<file path="src/rtl/cfg_loader_pkg.sv">
// constants, field layouts and carrier types of the configuration loader
// assumes one 40 MHz core clock; shared by the loader and its byte fetcher
package cfg_loader_pkg;
   localparam int CLK_HZ = 40_000_000;
   localparam int SLOW_HZ = 100_000;
   localparam int FAST_HZ = 400_000;
   // prescaler counts a quarter of a serial clock period
   localparam int PRESC_SLOW = CLK_HZ / (4 * SLOW_HZ);
   localparam int PRESC_FAST = CLK_HZ / (4 * FAST_HZ);
   localparam int PRESC_W = 16;

   // own register map, byte addresses
   localparam logic [7:0] OFS_CTRL = 8'h00;
   localparam logic [7:0] OFS_STATUS = 8'h04;
   localparam logic [7:0] OFS_SWITCH_CONTROL_REG = 8'h08;
   localparam logic [7:0] OFS_PRESC = 8'h0C;

   // control register fields
   localparam int CTRL_IGNORE_SUM = 0;
   // status register fields
   localparam int ST_DONE = 0;
   localparam int ST_CONTENT = 1;
   localparam int ST_NACK = 2;
   localparam int ST_ARB = 3;
   localparam int ST_MISC = 4;
   localparam int ST_UNMAPPED = 5;
   localparam int ST_BUSY = 6;
   localparam int ST_W1C_BITS = 6;
   // switch control field
   localparam int SWITCH_CONTROL_REG_HALT = 0;

   // configuration block layout
   localparam logic [1:0] TYPE_SINGLE = 2'h0;
   localparam logic [1:0] TYPE_SEQ = 2'h1;
   localparam logic [1:0] TYPE_BAD = 2'h2;
   localparam logic [1:0] TYPE_DONE = 2'h3;
   localparam logic [2:0] POS_ADDR_LO = 3'h0;
   localparam logic [2:0] POS_TYPE = 3'h1;
   localparam logic [2:0] POS_DATA_SEQ = 3'h4;
   localparam logic [7:0] SUM_GOOD = 8'hFF;
   localparam logic [15:0] EE_LAST = 16'hFFFF;
   localparam logic [2:0] EE_DEV_FIXED = 3'b101;
   localparam logic [15:0] HALF_ZERO = 16'h0000;
   localparam int ARB_LIMIT = 16;

   typedef enum logic [1:0] {HT_IDLE, HT_BUSY, HT_NONSEQ, HT_SEQ} htrans_t;

   typedef enum {S_IDLE, S_ASK, S_WAIT, S_WRITE} load_state_t;

   // one answer of the two-wire master engine per attempted byte read
   typedef struct packed {
      logic valid;
      logic [7:0] data;
      logic nack;
      logic arb_lost;
      logic misplaced;
   } smb_rsp_t;

   // full doubleword write into configuration space
   typedef struct packed {
      logic valid;
      logic [15:0] addr;
      logic [31:0] data;
   } cfg_wr_t;
endpackage

</file>
<file path="src/rtl/ee_byte_fetch.sv">
// fetches one eeprom byte through the two-wire master engine, retrying
// on lost arbitration; assumes the engine answers each request once
`timescale 1ns/1ps
module ee_byte_fetch
   import cfg_loader_pkg::*;
#(
   parameter int ARB_MAX = ARB_LIMIT
) (
   input wire logic hclk,
   input wire logic hresetn,
   input wire logic go,
   output logic busy,
   output logic smb_req,
   input wire smb_rsp_t smb_rsp,
   output logic byte_valid,
   output logic [7:0] byte_data,
   output logic err_nack,
   output logic err_arb,
   output logic err_misc
);
   if (ARB_MAX < 1 || ARB_MAX > 255) begin
      $error("ARB_MAX out of range");
   end

   logic wait_q, wait_d;
   logic retry_q;
   logic [7:0] arb_cnt_q, arb_cnt_d;
   logic [7:0] data_q;
   logic ok_q, nack_q, arb_q, misc_q;

   wire logic got = wait_q && smb_rsp.valid;
   wire logic lost = got && smb_rsp.arb_lost;
   wire logic arb_full = lost && (arb_cnt_q == 8'(ARB_MAX - 1));
   wire logic good = got && !smb_rsp.arb_lost && !smb_rsp.nack && !smb_rsp.misplaced;
   wire logic finish = got && !(lost && !arb_full);

   assign busy = wait_q || retry_q;
   assign smb_req = go || retry_q;
   assign byte_valid = ok_q;
   assign byte_data = data_q;
   assign err_nack = nack_q;
   assign err_arb = arb_q;
   assign err_misc = misc_q;

   always_comb begin
      wait_d = wait_q;
      if (smb_req) begin
         wait_d = 1'b1;
      end else if (finish) begin
         wait_d = 1'b0;
      end
      arb_cnt_d = arb_cnt_q;
      if (go || good) begin
         arb_cnt_d = 8'h00;
      end else if (lost) begin
         arb_cnt_d = arb_cnt_q + 8'h01;
      end
   end

   always_ff @(posedge hclk or negedge hresetn) begin
      if (!hresetn) begin
         wait_q <= 1'b0;
         retry_q <= 1'b0;
         arb_cnt_q <= 8'h00;
         data_q <= 8'h00;
         ok_q <= 1'b0;
         nack_q <= 1'b0;
         arb_q <= 1'b0;
         misc_q <= 1'b0;
      end else begin
         wait_q <= wait_d;
         retry_q <= lost && !arb_full;
         arb_cnt_q <= arb_cnt_d;
         if (good) begin
            data_q <= smb_rsp.data;
         end
         ok_q <= good;
         nack_q <= got && smb_rsp.nack && !smb_rsp.arb_lost;
         arb_q <= arb_full;
         misc_q <= got && smb_rsp.misplaced && !smb_rsp.nack && !smb_rsp.arb_lost;
      end
   end
endmodule

</file>
<file path="src/rtl/eeprom_config_loader.sv">
// boot-time loader: parses configuration blocks read from a serial eeprom
// and writes doublewords into configuration space; AHB-Lite register slave
// assumes an external two-wire master engine and a target address decoder
// Function
// - read bytes in order from address zero; stop at done block end or wrap.
// - target byte address is space base plus offset; any register accepted.
// - byte address is the stored doubleword address with two zero bits below.
// - every register update is one full 32-bit doubleword write.
// - single block is six bytes: address low, type plus address high, data LSB first.
// - type 0 writes its one data doubleword to the given address.
// - type 1 reads a count then writes that many doublewords at rising addresses.
// - type 3 is the done block with checksum; its end ends loading.
// - write to an undefined register is dropped and sets the unmapped flag.
// - clear 8-bit sum at start, add each byte; good image gives 0xFF.
// - with ignore-checksum set, a sum mismatch is no error.
// - any error stops loading, sets halt-after-reset and records its cause.
// - load complete flag sets on normal finish and on error abort.
// - checksum mismatch sets content error, halt, abort and done.
// - address wrap before done block sets content error, halt, abort, done.
// - type 2 is invalid: content error, halt, abort and done.
// - unexpected nack sets nack error, halt, abort and done.
// - sixteen consecutive arbitration losses set lost-arbitration error and abort.
// - misplaced start or stop sets misc error, halt, abort and done.
// - device address is 101 followed by the four select pins.
// - loading runs in fundamental or hot reset when the mode selects it.
// - prescaler set for 100 KHz with slow pin asserted, else 400 KHz.
//
// The placing of the registers and register access over AHB-Lite are this design's own decisions.
`timescale 1ns/1ps
module eeprom_config_loader
   import cfg_loader_pkg::*;
#(
   parameter int MODE_W = 4,
   parameter logic [15:0] EE_LOAD_MODES = 16'h0001
) (
   input wire logic hclk,
   input wire logic hresetn,
   input wire logic hsel,
   input wire logic [31:0] haddr,
   input wire logic [1:0] htrans,
   input wire logic hwrite,
   input wire logic [2:0] hsize,
   input wire logic [31:0] hwdata,
   input wire logic hready,
   output logic hreadyout,
   output logic hresp,
   output logic [31:0] hrdata,
   input wire logic reset_load_req,
   input wire logic [MODE_W-1:0] switch_operating_mode,
   input wire logic master_slow_mode_pin,
   input wire logic [4:1] eeprom_addr_select_pins,
   output logic [7:1] eeprom_dev_addr,
   output logic [PRESC_W-1:0] master_clock_prescaler,
   output logic smb_req,
   output logic [15:0] smb_mem_addr,
   input wire smb_rsp_t smb_rsp,
   output cfg_wr_t cfg_wr,
   input wire logic cfg_wr_mapped,
   output logic halt_after_reset_bit,
   output logic loading
);
   if (MODE_W < 1 || MODE_W > 4) begin
      $error("MODE_W out of range");
   end

   // register bus
   logic wr_pend_q;
   logic [7:0] wr_ofs_q;
   logic [31:0] rdata_q;
   logic ignore_sum_check_bit;
   logic [ST_W1C_BITS-1:0] status_q, status_d;
   logic halt_q, halt_d;
   logic [PRESC_W-1:0] presc_q;
   logic strap_done_q;

   // loader
   load_state_t st_q, st_d;
   logic [15:0] ee_addr_q, ee_addr_d;
   logic [2:0] pos_q, pos_d;
   logic [1:0] type_q, type_d;
   logic [13:0] dword_target_address, taddr_d;
   logic [15:0] dword_count, cnt_d;
   logic [31:0] data_q, data_d;
   logic [7:0] sum_q, sum_d;
   logic [ST_W1C_BITS-1:0] ev_set;
   logic abort_ev;
   logic fetch_go;
   logic fetch_busy;
   logic byte_valid;
   logic [7:0] byte_data;
   logic err_nack, err_arb, err_misc;

   ee_byte_fetch #(
      .ARB_MAX(ARB_LIMIT)
   ) u_fetch (
      .hclk(hclk),
      .hresetn(hresetn),
      .go(fetch_go),
      .busy(fetch_busy),
      .smb_req(smb_req),
      .smb_rsp(smb_rsp),
      .byte_valid(byte_valid),
      .byte_data(byte_data),
      .err_nack(err_nack),
      .err_arb(err_arb),
      .err_misc(err_misc)
   );

   // bus decode: zero-wait slave, always OKAY
   wire logic addr_phase = hsel && hready && (htrans == HT_NONSEQ || htrans == HT_SEQ);
   wire logic [7:0] ofs = haddr[7:0];
   wire logic ofs_hit = (haddr[31:8] == 24'h00_0000);
   wire logic wr_ctrl = wr_pend_q && wr_ofs_q == OFS_CTRL;
   wire logic wr_status = wr_pend_q && wr_ofs_q == OFS_STATUS;
   wire logic wr_switch_control_reg = wr_pend_q && wr_ofs_q == OFS_SWITCH_CONTROL_REG;
   wire logic wr_presc = wr_pend_q && wr_ofs_q == OFS_PRESC;
   wire logic busy_now = (st_q != S_IDLE);
   wire logic [31:0] ctrl_rd = {31'h0000_0000, ignore_sum_check_bit};
   wire logic [31:0] two_wire_status_reg = {25'h000_0000, busy_now, status_q};
   wire logic [31:0] switch_control_reg = {31'h0000_0000, halt_q};
   wire logic [31:0] presc_rd = {16'h0000, presc_q};
   wire logic [31:0] rd_mux = !ofs_hit ? 32'h0000_0000 :
                              (ofs == OFS_CTRL) ? ctrl_rd :
                              (ofs == OFS_STATUS) ? two_wire_status_reg :
                              (ofs == OFS_SWITCH_CONTROL_REG) ? switch_control_reg :
                              (ofs == OFS_PRESC) ? presc_rd : 32'h0000_0000;

   assign hreadyout = 1'b1;
   assign hresp = 1'b0;
   assign hrdata = rdata_q;
   assign eeprom_dev_addr = {EE_DEV_FIXED, eeprom_addr_select_pins};
   assign master_clock_prescaler = presc_q;
   assign smb_mem_addr = ee_addr_q;
   assign halt_after_reset_bit = halt_q;
   assign loading = busy_now;

   // start only on a reset whose mode includes eeprom loading
   wire logic mode_sel = EE_LOAD_MODES[4'(switch_operating_mode)];
   wire logic start = (st_q == S_IDLE) && reset_load_req && mode_sel;

   // byte parsing
   wire logic [7:0] sum_next = sum_q + byte_data;
   wire logic [1:0] type_in = byte_data[7:6];
   wire logic at_last = (ee_addr_q == EE_LAST);
   wire logic is_single = (type_q == TYPE_SINGLE);
   wire logic in_data = is_single ? (pos_q >= 3'h2) : (pos_q >= POS_DATA_SEQ);
   wire logic [1:0] lane = is_single ? (pos_q[1:0] - 2'h2) : pos_q[1:0];
   wire logic done_blk = (pos_q == POS_TYPE) && (type_in == TYPE_DONE);
   wire logic sum_bad = (sum_next != SUM_GOOD) && !ignore_sum_check_bit;
   wire logic seq_cnt_zero = (pos_q == 3'h3) && !is_single &&
                             ({byte_data, dword_count[7:0]} == HALF_ZERO);

   always_comb begin
      st_d = st_q;
      ee_addr_d = ee_addr_q;
      pos_d = pos_q;
      type_d = type_q;
      taddr_d = dword_target_address;
      cnt_d = dword_count;
      data_d = data_q;
      sum_d = sum_q;
      ev_set = '0;
      abort_ev = 1'b0;
      fetch_go = 1'b0;
      cfg_wr = '0;
      unique case (st_q)
         S_IDLE: begin
            if (start) begin
               st_d = S_ASK;
               ee_addr_d = HALF_ZERO;
               pos_d = POS_ADDR_LO;
               sum_d = 8'h00;
            end
         end
         S_ASK: begin
            if (!fetch_busy) begin
               fetch_go = 1'b1;
               st_d = S_WAIT;
            end
         end
         S_WAIT: begin
            if (err_nack || err_arb || err_misc) begin
               ev_set[ST_NACK] = err_nack;
               ev_set[ST_ARB] = err_arb;
               ev_set[ST_MISC] = err_misc;
               abort_ev = 1'b1;
            end else if (byte_valid) begin
               sum_d = sum_next;
               ee_addr_d = ee_addr_q + 16'h0001;
               st_d = S_ASK;
               pos_d = pos_q + 3'h1;
               unique case (pos_q)
                  POS_ADDR_LO: taddr_d[7:0] = byte_data;
                  POS_TYPE: begin
                     type_d = type_in;
                     taddr_d[13:8] = byte_data[5:0];
                  end
                  default: begin
                     if (in_data) begin
                        data_d[8*lane +: 8] = byte_data;
                     end else if (pos_q == 3'h2) begin
                        cnt_d[7:0] = byte_data;
                     end else begin
                        cnt_d[15:8] = byte_data;
                     end
                  end
               endcase
               if (done_blk) begin
                  ev_set[ST_DONE] = 1'b1;
                  if (sum_bad) begin
                     ev_set[ST_CONTENT] = 1'b1;
                     abort_ev = 1'b1;
                  end else begin
                     st_d = S_IDLE;
                  end
               end else if ((pos_q == POS_TYPE) && (type_in == TYPE_BAD)) begin
                  ev_set[ST_CONTENT] = 1'b1;
                  abort_ev = 1'b1;
               end else if (at_last) begin
                  ev_set[ST_CONTENT] = 1'b1;
                  abort_ev = 1'b1;
               end else if (seq_cnt_zero) begin
                  pos_d = POS_ADDR_LO;
               end else if (in_data && lane == 2'h3) begin
                  st_d = S_WRITE;
               end
            end
         end
         S_WRITE: begin
            cfg_wr.valid = 1'b1;
            cfg_wr.addr = {dword_target_address, 2'b00};
            cfg_wr.data = data_q;
            ev_set[ST_UNMAPPED] = !cfg_wr_mapped;
            st_d = S_ASK;
            if (is_single) begin
               pos_d = POS_ADDR_LO;
            end else begin
               taddr_d = dword_target_address + 14'h0001;
               cnt_d = dword_count - 16'h0001;
               pos_d = (dword_count == 16'h0001) ? POS_ADDR_LO : POS_DATA_SEQ;
            end
         end
      endcase
      if (abort_ev) begin
         ev_set[ST_DONE] = 1'b1;
         st_d = S_IDLE;
      end
   end

   // status: write one to clear, a same-cycle event wins
   always_comb begin
      status_d = status_q;
      if (wr_status) begin
         status_d = status_q & ~hwdata[ST_W1C_BITS-1:0];
      end
      if (start) begin
         status_d[ST_DONE] = 1'b0;
      end
      status_d = status_d | ev_set;
      halt_d = halt_q;
      if (wr_switch_control_reg) begin
         halt_d = hwdata[SWITCH_CONTROL_REG_HALT];
      end
      if (abort_ev) begin
         halt_d = 1'b1;
      end
   end

   always_ff @(posedge hclk or negedge hresetn) begin
      if (!hresetn) begin
         wr_pend_q <= 1'b0;
         wr_ofs_q <= 8'h00;
         rdata_q <= 32'h0000_0000;
      end else begin
         wr_pend_q <= addr_phase && hwrite && ofs_hit;
         wr_ofs_q <= ofs;
         if (addr_phase && !hwrite) begin
            rdata_q <= rd_mux;
         end
      end
   end

   always_ff @(posedge hclk or negedge hresetn) begin
      if (!hresetn) begin
         ignore_sum_check_bit <= 1'b0;
         status_q <= '0;
         halt_q <= 1'b0;
      end else begin
         if (wr_ctrl) begin
            ignore_sum_check_bit <= hwdata[CTRL_IGNORE_SUM];
         end
         status_q <= status_d;
         halt_q <= halt_d;
      end
   end

   // slow-mode strap caught at the first edge after release, not in reset
   always_ff @(posedge hclk or negedge hresetn) begin
      if (!hresetn) begin
         strap_done_q <= 1'b0;
         presc_q <= PRESC_W'(PRESC_FAST);
      end else begin
         strap_done_q <= 1'b1;
         if (!strap_done_q) begin
            presc_q <= master_slow_mode_pin ? PRESC_W'(PRESC_SLOW) :
                       PRESC_W'(PRESC_FAST);
         end else if (wr_presc) begin
            presc_q <= hwdata[PRESC_W-1:0];
         end
      end
   end

   always_ff @(posedge hclk or negedge hresetn) begin
      if (!hresetn) begin
         st_q <= S_IDLE;
         ee_addr_q <= HALF_ZERO;
         pos_q <= POS_ADDR_LO;
         type_q <= TYPE_SINGLE;
         dword_target_address <= 14'h0000;
         dword_count <= HALF_ZERO;
         data_q <= 32'h0000_0000;
         sum_q <= 8'h00;
      end else begin
         st_q <= st_d;
         ee_addr_q <= ee_addr_d;
         pos_q <= pos_d;
         type_q <= type_d;
         dword_target_address <= taddr_d;
         dword_count <= cnt_d;
         data_q <= data_d;
         sum_q <= sum_d;
      end
   end
endmodule

</file>
<file path="config.mk">
export PLATFORM = sky130hd
export DESIGN_NAME = eeprom_config_loader
export DESIGN_NICKNAME = d
export VERILOG_FILES = /design/src/rtl/cfg_loader_pkg.sv /design/src/rtl/ee_byte_fetch.sv /design/src/rtl/eeprom_config_loader.sv
export SDC_FILE = /design/constraint.sdc
export NUM_CORES = 1
export LEC_CHECK = 0
export ABC_CLOCK_PERIOD_IN_PS = 3400
export BUFFER_PORTS_ARGS = -buffer_cell sky130_fd_sc_hd__clkbuf_2
export CORE_MARGIN = 5
export CORE_UTILIZATION = 50
export CTS_CLUSTER_DIAMETER = 80
export DETAILED_ROUTE_END_ITERATION = 10
export GPL_ROUTABILITY_DRIVEN = 0
export PLACE_DENSITY = 0.73
export SETUP_SLACK_MARGIN = 0.02
export SYNTH_ARGS = -nofsm -noshare
export SYNTH_HDL_FRONTEND = slang
export SYNTH_SLANG_ARGS = --single-unit
</file>
<file path="constraint.sdc">
create_clock -name hclk -period 3.4 [get_ports hclk]
set_clock_uncertainty 0.05 [all_clocks]
set_input_delay 0.68 -clock hclk [delete_from_list [all_inputs] [get_ports hclk]]
set_output_delay 0.68 -clock hclk [all_outputs]
set_load 0.05 [all_outputs]
</file>
==> results of run 1 <==
cells in the final DEF, fill, tap and decap left out, drive strengths merged, types with 5 or more instances in the layout:
cell type	count
a211oi	6
a21bo	32
nor3	13
clkbuf	186
a22o	36
nor4	19
a21o	10
or4b	7
xor2	5
nand4	48
or3	9
nand2	64
nor2	54
a21oi	29
nor2b	12
and2	48
conb	24
nor3b	5
ha	26
or4	9
inv	32
mux2i	22
o21ai	38
xnor2	11
buf	23
mux2	15
nand2b	11
dfrtp	162
and3	10
nand3	30
a211o	6
layer usage:
metal | up-vias | part of all wire | GRT usage
li1 | 3602 | - | -
met1 | 3604 | 0.43 | 0.2924
met2 | 245 | 0.48 | 0.3619
met3 | 46 | 0.064 | 0.04601
met4 | 0 | 0.028 | 0.08297
met5 | - | 0 | 0
metrics by stage:
step	hold slack (ns)	area, um2	power (mW)
5_1_grt	0.2436	10690	7.382
3_3_place_gp	0.4148	10100	4.992
4_1_cts	0.2287	10690	6.962
6_report	0.1989	10690	6.932
2_1_floorplan	0.3344	9151	4.330
3_5_place_dp	0.4185	10100	5.046
state kept, by name, indices dropped and copies added (netlist names), 2 cells and up:
register / count
type_q: 2
dword_count: 16
sum_q: 8
u_fetch.byte_data: 8
pos_q: 3
status_q: 6
u_fetch.arb_cnt_q: 8
smb_mem_addr: 16
hrdata: 16
wr_ofs_q: 8
dword_target_address: 14
st_q: 2
data_q: 32
master_clock_prescaler: 16
Yosys cell counts (5+ instances only):
library cell / count / area (um2)
nand2_1: 62 / 232.7
nand2b_1: 11 / 68.82
nor3_1: 13 / 65.06
clkbuf_1: 37 / 138.9
a211o_1: 6 / 52.55
nor2_1: 53 / 198.9
mux2i_1: 22 / 220.2
and3_1: 10 / 62.56
or4b_1: 6 / 60.06
inv_1: 24 / 90.09
nor2b_1: 12 / 75.07
nor4_1: 18 / 112.6
or3_1: 9 / 56.30
a21bo_2: 32 / 320.3
o21ai_0: 36 / 180.2
a21oi_1: 29 / 145.1
xnor2_1: 11 / 96.34
a22o_1: 35 / 306.5
and2_1: 48 / 300.3
nand4_1: 48 / 300.3
buf_4: 27 / 202.7
nor3b_1: 5 / 37.54
a211oi_1: 6 / 45.04
ha_1: 26 / 325.3
a21o_1: 10 / 75.07
or4_1: 8 / 60.06
mux2_2: 15 / 168.9
xor2_1: 5 / 43.79
nand3_1: 30 / 150.1
dfrtp_1: 162 / 4054
layout make-up:
| class | count | area (um2) | share of cell area |
|---|---|---|---|
| sequential | 165 | 4133 | 0.3866 |
| clock inverter | 15 | 162.7 | 0.01522 |
| tap | 229 | 286.5 | 0.02680 |
| timing repair buffer | 192 | 1035 | 0.09679 |
| clock buffer | 17 | 425.4 | 0.03979 |
| multi-input combinational | 666 | 4558 | 0.4264 |
| inverter | 24 | 90.09 | 0.008427 |
power by group:
group / internal (mW) / leakage, nW / switching, mW
Sequential: 2.26 / 2.19 / 0.339
Combinational: 0.832 / 2.84 / 1.61
Clock: 0.984 / 0.279 / 0.910
Total: 4.08 / 5.32 / 2.86
cell families (layout without fill, tap and decap cells):
kind of cell,Yosys count,in the layout
compound gates,202,202
xor+xnor,16,16
fa+ha+maj,27,27
buf+inv,95,248
flops,165,165
mux,38,38
other cells,2,24
simple gates,359,359
worst max-delay path by stage:
stage	end	slack [ns]	depth (start not counted)
global placement	smb_mem_addr[8]$_DFFE_PN0P_	0.55	6
CTS	cfg_wr[39]	0.30	4
detailed placement	smb_mem_addr[8]$_DFFE_PN0P_	0.52	6
floorplan	cfg_wr[10]	0.32	6
finish	cfg_wr[39]	0.33	4
global route	cfg_wr[39]	0.15	4
==> metrics.txt, run 1 <==
FF-to-FF setup slack=0.55 ns; worst path cell trace=ha_2 > buf_4 > and2_1 > clkbuf_2; global route total overflow=0; #FFs+latches synth=165; CTS H-tree lvls=4; Synth Area in Compound Gates=0.1722; core box area=17,900 um2; worst min-delay path class=in2async; Max-Cap Viols=0; Critical Path Source=st_q[0]$_DFFE_PN0P_; antenna viol nets, final=0; drt total wl=23.00 mm; Cells after DPL=1,276; DP HPWL=16.82 mm; capture point of the worst reg-to-reg path=status_q[0]$_DFF_PN0_; vias in the first global route=7,155; mux contribution to synthesized area=0.04539; PnR worst setup slack=0.3332 ns; routed len/inst=17.58 um; number of flops mapped to enable cells by yosys=0; DRC violation count after routing=0; ys flop type=dfrtp_1; fmax=0.3261 GHz; Fillers=1,507; Post-Synthesis Cells=904; final worst path period share=0.9020; reg2reg start=sum_q[0]$_DFFE_PN0P_; sequential fraction of the synthesis area=0.4557; fin nets=1,190; Final Hold Fails=0; # resized after CTS=0; clk root buf=clkbuf_16; CTS tree=done; largest net degree at the start of global routing=71; Setup crit start kind=flop; kind of critical path=reg2out; RSZ-0062 raised after global routing=no; fin util=0.5971; DR vias/cell=5.732; simple-gate area share of the yosys netlist=0.2206; DR vias=7,497; Slew @ Worst Pin=1.205 ns; critical path peak fanout=42; total CTS buffers=17; DRT Pass-1 Iters=8; largest family of logic cells by synthesized area=simple AND/OR/NAND/NOR gates; Worst Path Required=2.67 ns; initial antenna violation count=0; Synth Area in Adders=0.03808; R2R depth=8; Final min period=3.067 ns; worst IR drop on VDD=0.4787 mV; final setup fails=0; clock sinks=165; Slew HR=0.1892; Critical Path Slowest Stage Cell=ha_2; post-synthesis xor/xnor area fraction=0.01545; first-pass GRT wire length=36.60 mm; Clock Tree Buf Depth=2; post-place setup slack=0.5169 ns; Layout area overhead=17.88%; Buf/Inv on CP=2; Clk Latency, worst-skew pair=0.43 ns; CP Capture Type=primary output; I/O pin cnt=222; total leakage power=5.316 nW; number of synthesis warnings=0; ANT cells=0; WP data arrival=2.34 ns; filler-free cell count of the finished design=1,308; postcts setup bufs=0; share of synthesized flip-flops with an asynchronous set or reset=1.000; Netlist cell types=75; floorplan row count=49; starting density of the core=0.5066; Post-Syn Area=9069 um2; number of port buffers=170; initial DRC count=443; outcome=completed; PD cells=648.5 nW/um2; die width=144.7 um; final slew viol count=0; Die H=144.7 um; CP max stage delay=0.61 ns; TNS Setup=0 ns; fraction of layout instances using a drive strength above 1=0.2706; die area=20,930 um2; CTS hold repair buffers=0; syn avg cell area=10.03 um2; Crit path max-delay family=buffers and inverters; Clk pin slew, worst setup/hold paths=0.07 ns; Tot GR Track Use=0.2215
Power figures use the tool's default switching activity.
==> run 2: changes to the inputs <==
--- a/config.mk
+++ b/config.mk
@@ -12,8 +12,9 @@
 export CTS_CLUSTER_DIAMETER = 80
 export DETAILED_ROUTE_END_ITERATION = 10
 export GPL_ROUTABILITY_DRIVEN = 0
-export PLACE_DENSITY = 0.73
+export PLACE_DENSITY = 0.74
 export SETUP_SLACK_MARGIN = 0.02
 export SYNTH_ARGS = -nofsm -noshare
 export SYNTH_HDL_FRONTEND = slang
+export SYNTH_HIERARCHICAL = 1
 export SYNTH_SLANG_ARGS = --single-unit
==> metrics.txt, run 2 <==
Reg power frac=0.369; DRT Pass-1 Iters=7; fraction of layout instances using a drive strength above 1=0.2417; fin util=0.5935; number of synthesis warnings=6; Critical Path Slowest Stage Cell=dfrtp_1; total CTS buffers=17; worst path cell trace=fa_1 > a211oi_1 > o21bai_1 > a21oi_1 > xor2_1 > o41ai_1 > nand3_1; ANT cells=0; fin nets=1,233; met3 usage=0.04200; Max-Cap Viols=0; Worst Path Required=3.61 ns; floorplan row count=49; PD cells=686.5 nW/um2; commonest non-fill, non-tap cells in the layout=clkbuf_2 (169), dfrtp_1 (162), nand2_1 (133); outcome=completed; WP data arrival=3.07 ns; final setup fails=0; Buf/Inv on CP=0; Sw Ratio=0.4116; RSZ-0062 raised after global routing=no; initial antenna violation count=0; CP max stage delay=0.54 ns; DP HPWL=16.18 mm; Critical Path Source=u_fetch/byte_data[1]$_DFFE_PN0P_; # resized after CTS=0; DR vias=7,383; Crit path max-delay family=compound AO/OA/AOI/OAI gates; DR vias/cell=5.469; TNS Setup=0 ns; syn avg cell area=9.510 um2; starting density of the core=0.5038; number of flops mapped to enable cells by yosys=0; GR met2 Demand/Resource=0.3569; Setup crit start kind=flop; Clk pin slew, worst setup/hold paths=0.07 ns; Netlist cell types=76; Slew HR=0.4279; Biggest register=data_q; number of port buffers=170; final slew viol count=0; Gate power share=0.372; largest net degree at the start of global routing=87; I/O pin cnt=222; final worst path period share=0.8408; clock sinks=165; CTS tree=done; initial DRC count=450; kind of critical path=reg2reg; sequential fraction of the synthesis area=0.4598; R2R depth=7; Synth area leaders=dfrtp_1 (45%), nand2_1 (5.6%), o21ai_0 (4.0%); commonest non-fill, non-tap cell in the layout=clkbuf_2; clk root buf=clkbuf_16; Post-Synthesis Cells=945; met1 usage=0.2972; share of synthesized flip-flops with an asynchronous set or reset=1.000; Int Power=4.277 mW; most frequent cell after synthesis=dfrtp_1; reg2reg start=u_fetch/byte_data[1]$_DFFE_PN0P_; Synth top cells by count=dfrtp_1 (162), nand2_1 (133), o21ai_0 (72); CTS H-tree lvls=4; first-pass GRT wire length=36.21 mm; Final min period=2.859 ns; Post-Syn Area=8987 um2; worst IR drop on VDD=0.4828 mV; FF-to-FF setup slack=0.54 ns; Layout area overhead=17.82%; global route total overflow=0; Tot GR Track Use=0.2185; critical path peak fanout=8; #FFs+latches synth=165; Switching Power=2.992 mW; worst min-delay path class=in2async; Fillers=1,543; Final Hold Fails=0; DRC violation count after routing=0; CTS hold repair buffers=0; antenna viol nets, final=0; routed len/inst=16.78 um; die area=20,760 um2; Clock Tree Buf Depth=2; core box area=17,840 um2; CP Capture Type=flop; drt total wl=22.65 mm; power share of the clock group=0.260; Worst path depth=7; die width=144.1 um; Synth area leader=dfrtp_1; Worst Setup EP=status_q[0]$_DFF_PN0_; ys flop type=dfrtp_1; capture point of the worst reg-to-reg path=status_q[0]$_DFF_PN0_; total leakage power=5.129 nW; Synth top area share=0.4511; Slew @ Worst Pin=0.8517 ns; Die H=144.1 um; max FFs per register=32; postcts setup bufs=0; fmax=0.3498 GHz; Clk Latency, worst-skew pair=0.43 ns; Most Crowded Layer GR=met2; vias in the first global route=7,165
-- run 2: per-layer routing --
metal  part of all wire  vias to the layer above  wire, um
met4              0.018                        0       398
li1                   -                     3620         -
met2               0.47                      222     10540
met5                  0                        -         0
met1               0.45                     3509     10260
met3              0.064                       32      1446
-- run 2: worst register-to-register path: cells and delay by family, from the launching register on --
family | cells | cell delay, ns
and+or+nand+nor | 1 | 0.17
DFF | 1 | 0.54
xor gates and xnor gates | 1 | 0.15
AOI/OAI and AO/OA | 4 | 1.28
adders and majority gates | 1 | 0.50
-- run 2: through the flow --
stage	instances	area (um2)	hold WS, ns	worst slack, ns	total power [mW]
4_1_cts	1350	10590	0.2481	0.6126	7.295
6_report	1350	10590	0.2289	0.5413	7.269
2_1_floorplan	967	9070	0.3344	0.5727	4.629
3_3_place_gp	1318	10010	0.4043	0.7176	5.314
3_5_place_dp	1318	10010	0.4127	0.6866	5.375
5_1_grt	1350	10590	0.2818	0.3364	7.710
-- run 2: how the worst min path moves through the flow --
stage,startpoint,endpoint,slack [ns],cells past startpoint
finish,hresetn,smb_mem_addr[14]$_DFFE_PN0P_,0.23,1
global route,hresetn,smb_mem_addr[14]$_DFFE_PN0P_,0.28,1
CTS,hresetn,u_fetch/arb_cnt_q[3]$_DFFE_PN0P_,0.25,1
detailed placement,data_q[22]$_DFFE_PN0P_,data_q[22]$_DFFE_PN0P_,0.41,2
global placement,data_q[22]$_DFFE_PN0P_,data_q[22]$_DFFE_PN0P_,0.40,2
floorplan,hresetn,data_q[0]$_DFFE_PN0P_,0.33,0
-- run 2: power groups by stage --
stage	clock [mW]	combinational (mW)	sequential, mW
after floorplan	0	1.98	2.65
after global routing	2.02	2.96	2.73
after detailed placement	0	2.67	2.70
after CTS	1.93	2.69	2.67
after global placement	0	2.62	2.69
final	1.89	2.70	2.68
-- run 2: logic make-up after synthesis --
family          Yosys count  share of synthesized area
simple gates            382                     0.2170
compound gates          210                     0.1565
flops                   165                     0.4598
buf+inv                  96                    0.05638
mux                      38                    0.04622
fa+ha+maj                28                    0.03982
xor+xnor                 24                    0.02339
other cells               2                  0.0008356
-- run 2: final cells by class --
type                       instances  area, um2  area share
clock inverter                    14      140.1     0.01323
sequential                       165       4133      0.3903
inverter                          26      97.59    0.009217
clock buffer                      18      439.2     0.04147
tap                              229      286.5     0.02706
multi-input combinational        706       4433      0.4186
timing repair buffer             192       1060      0.1001
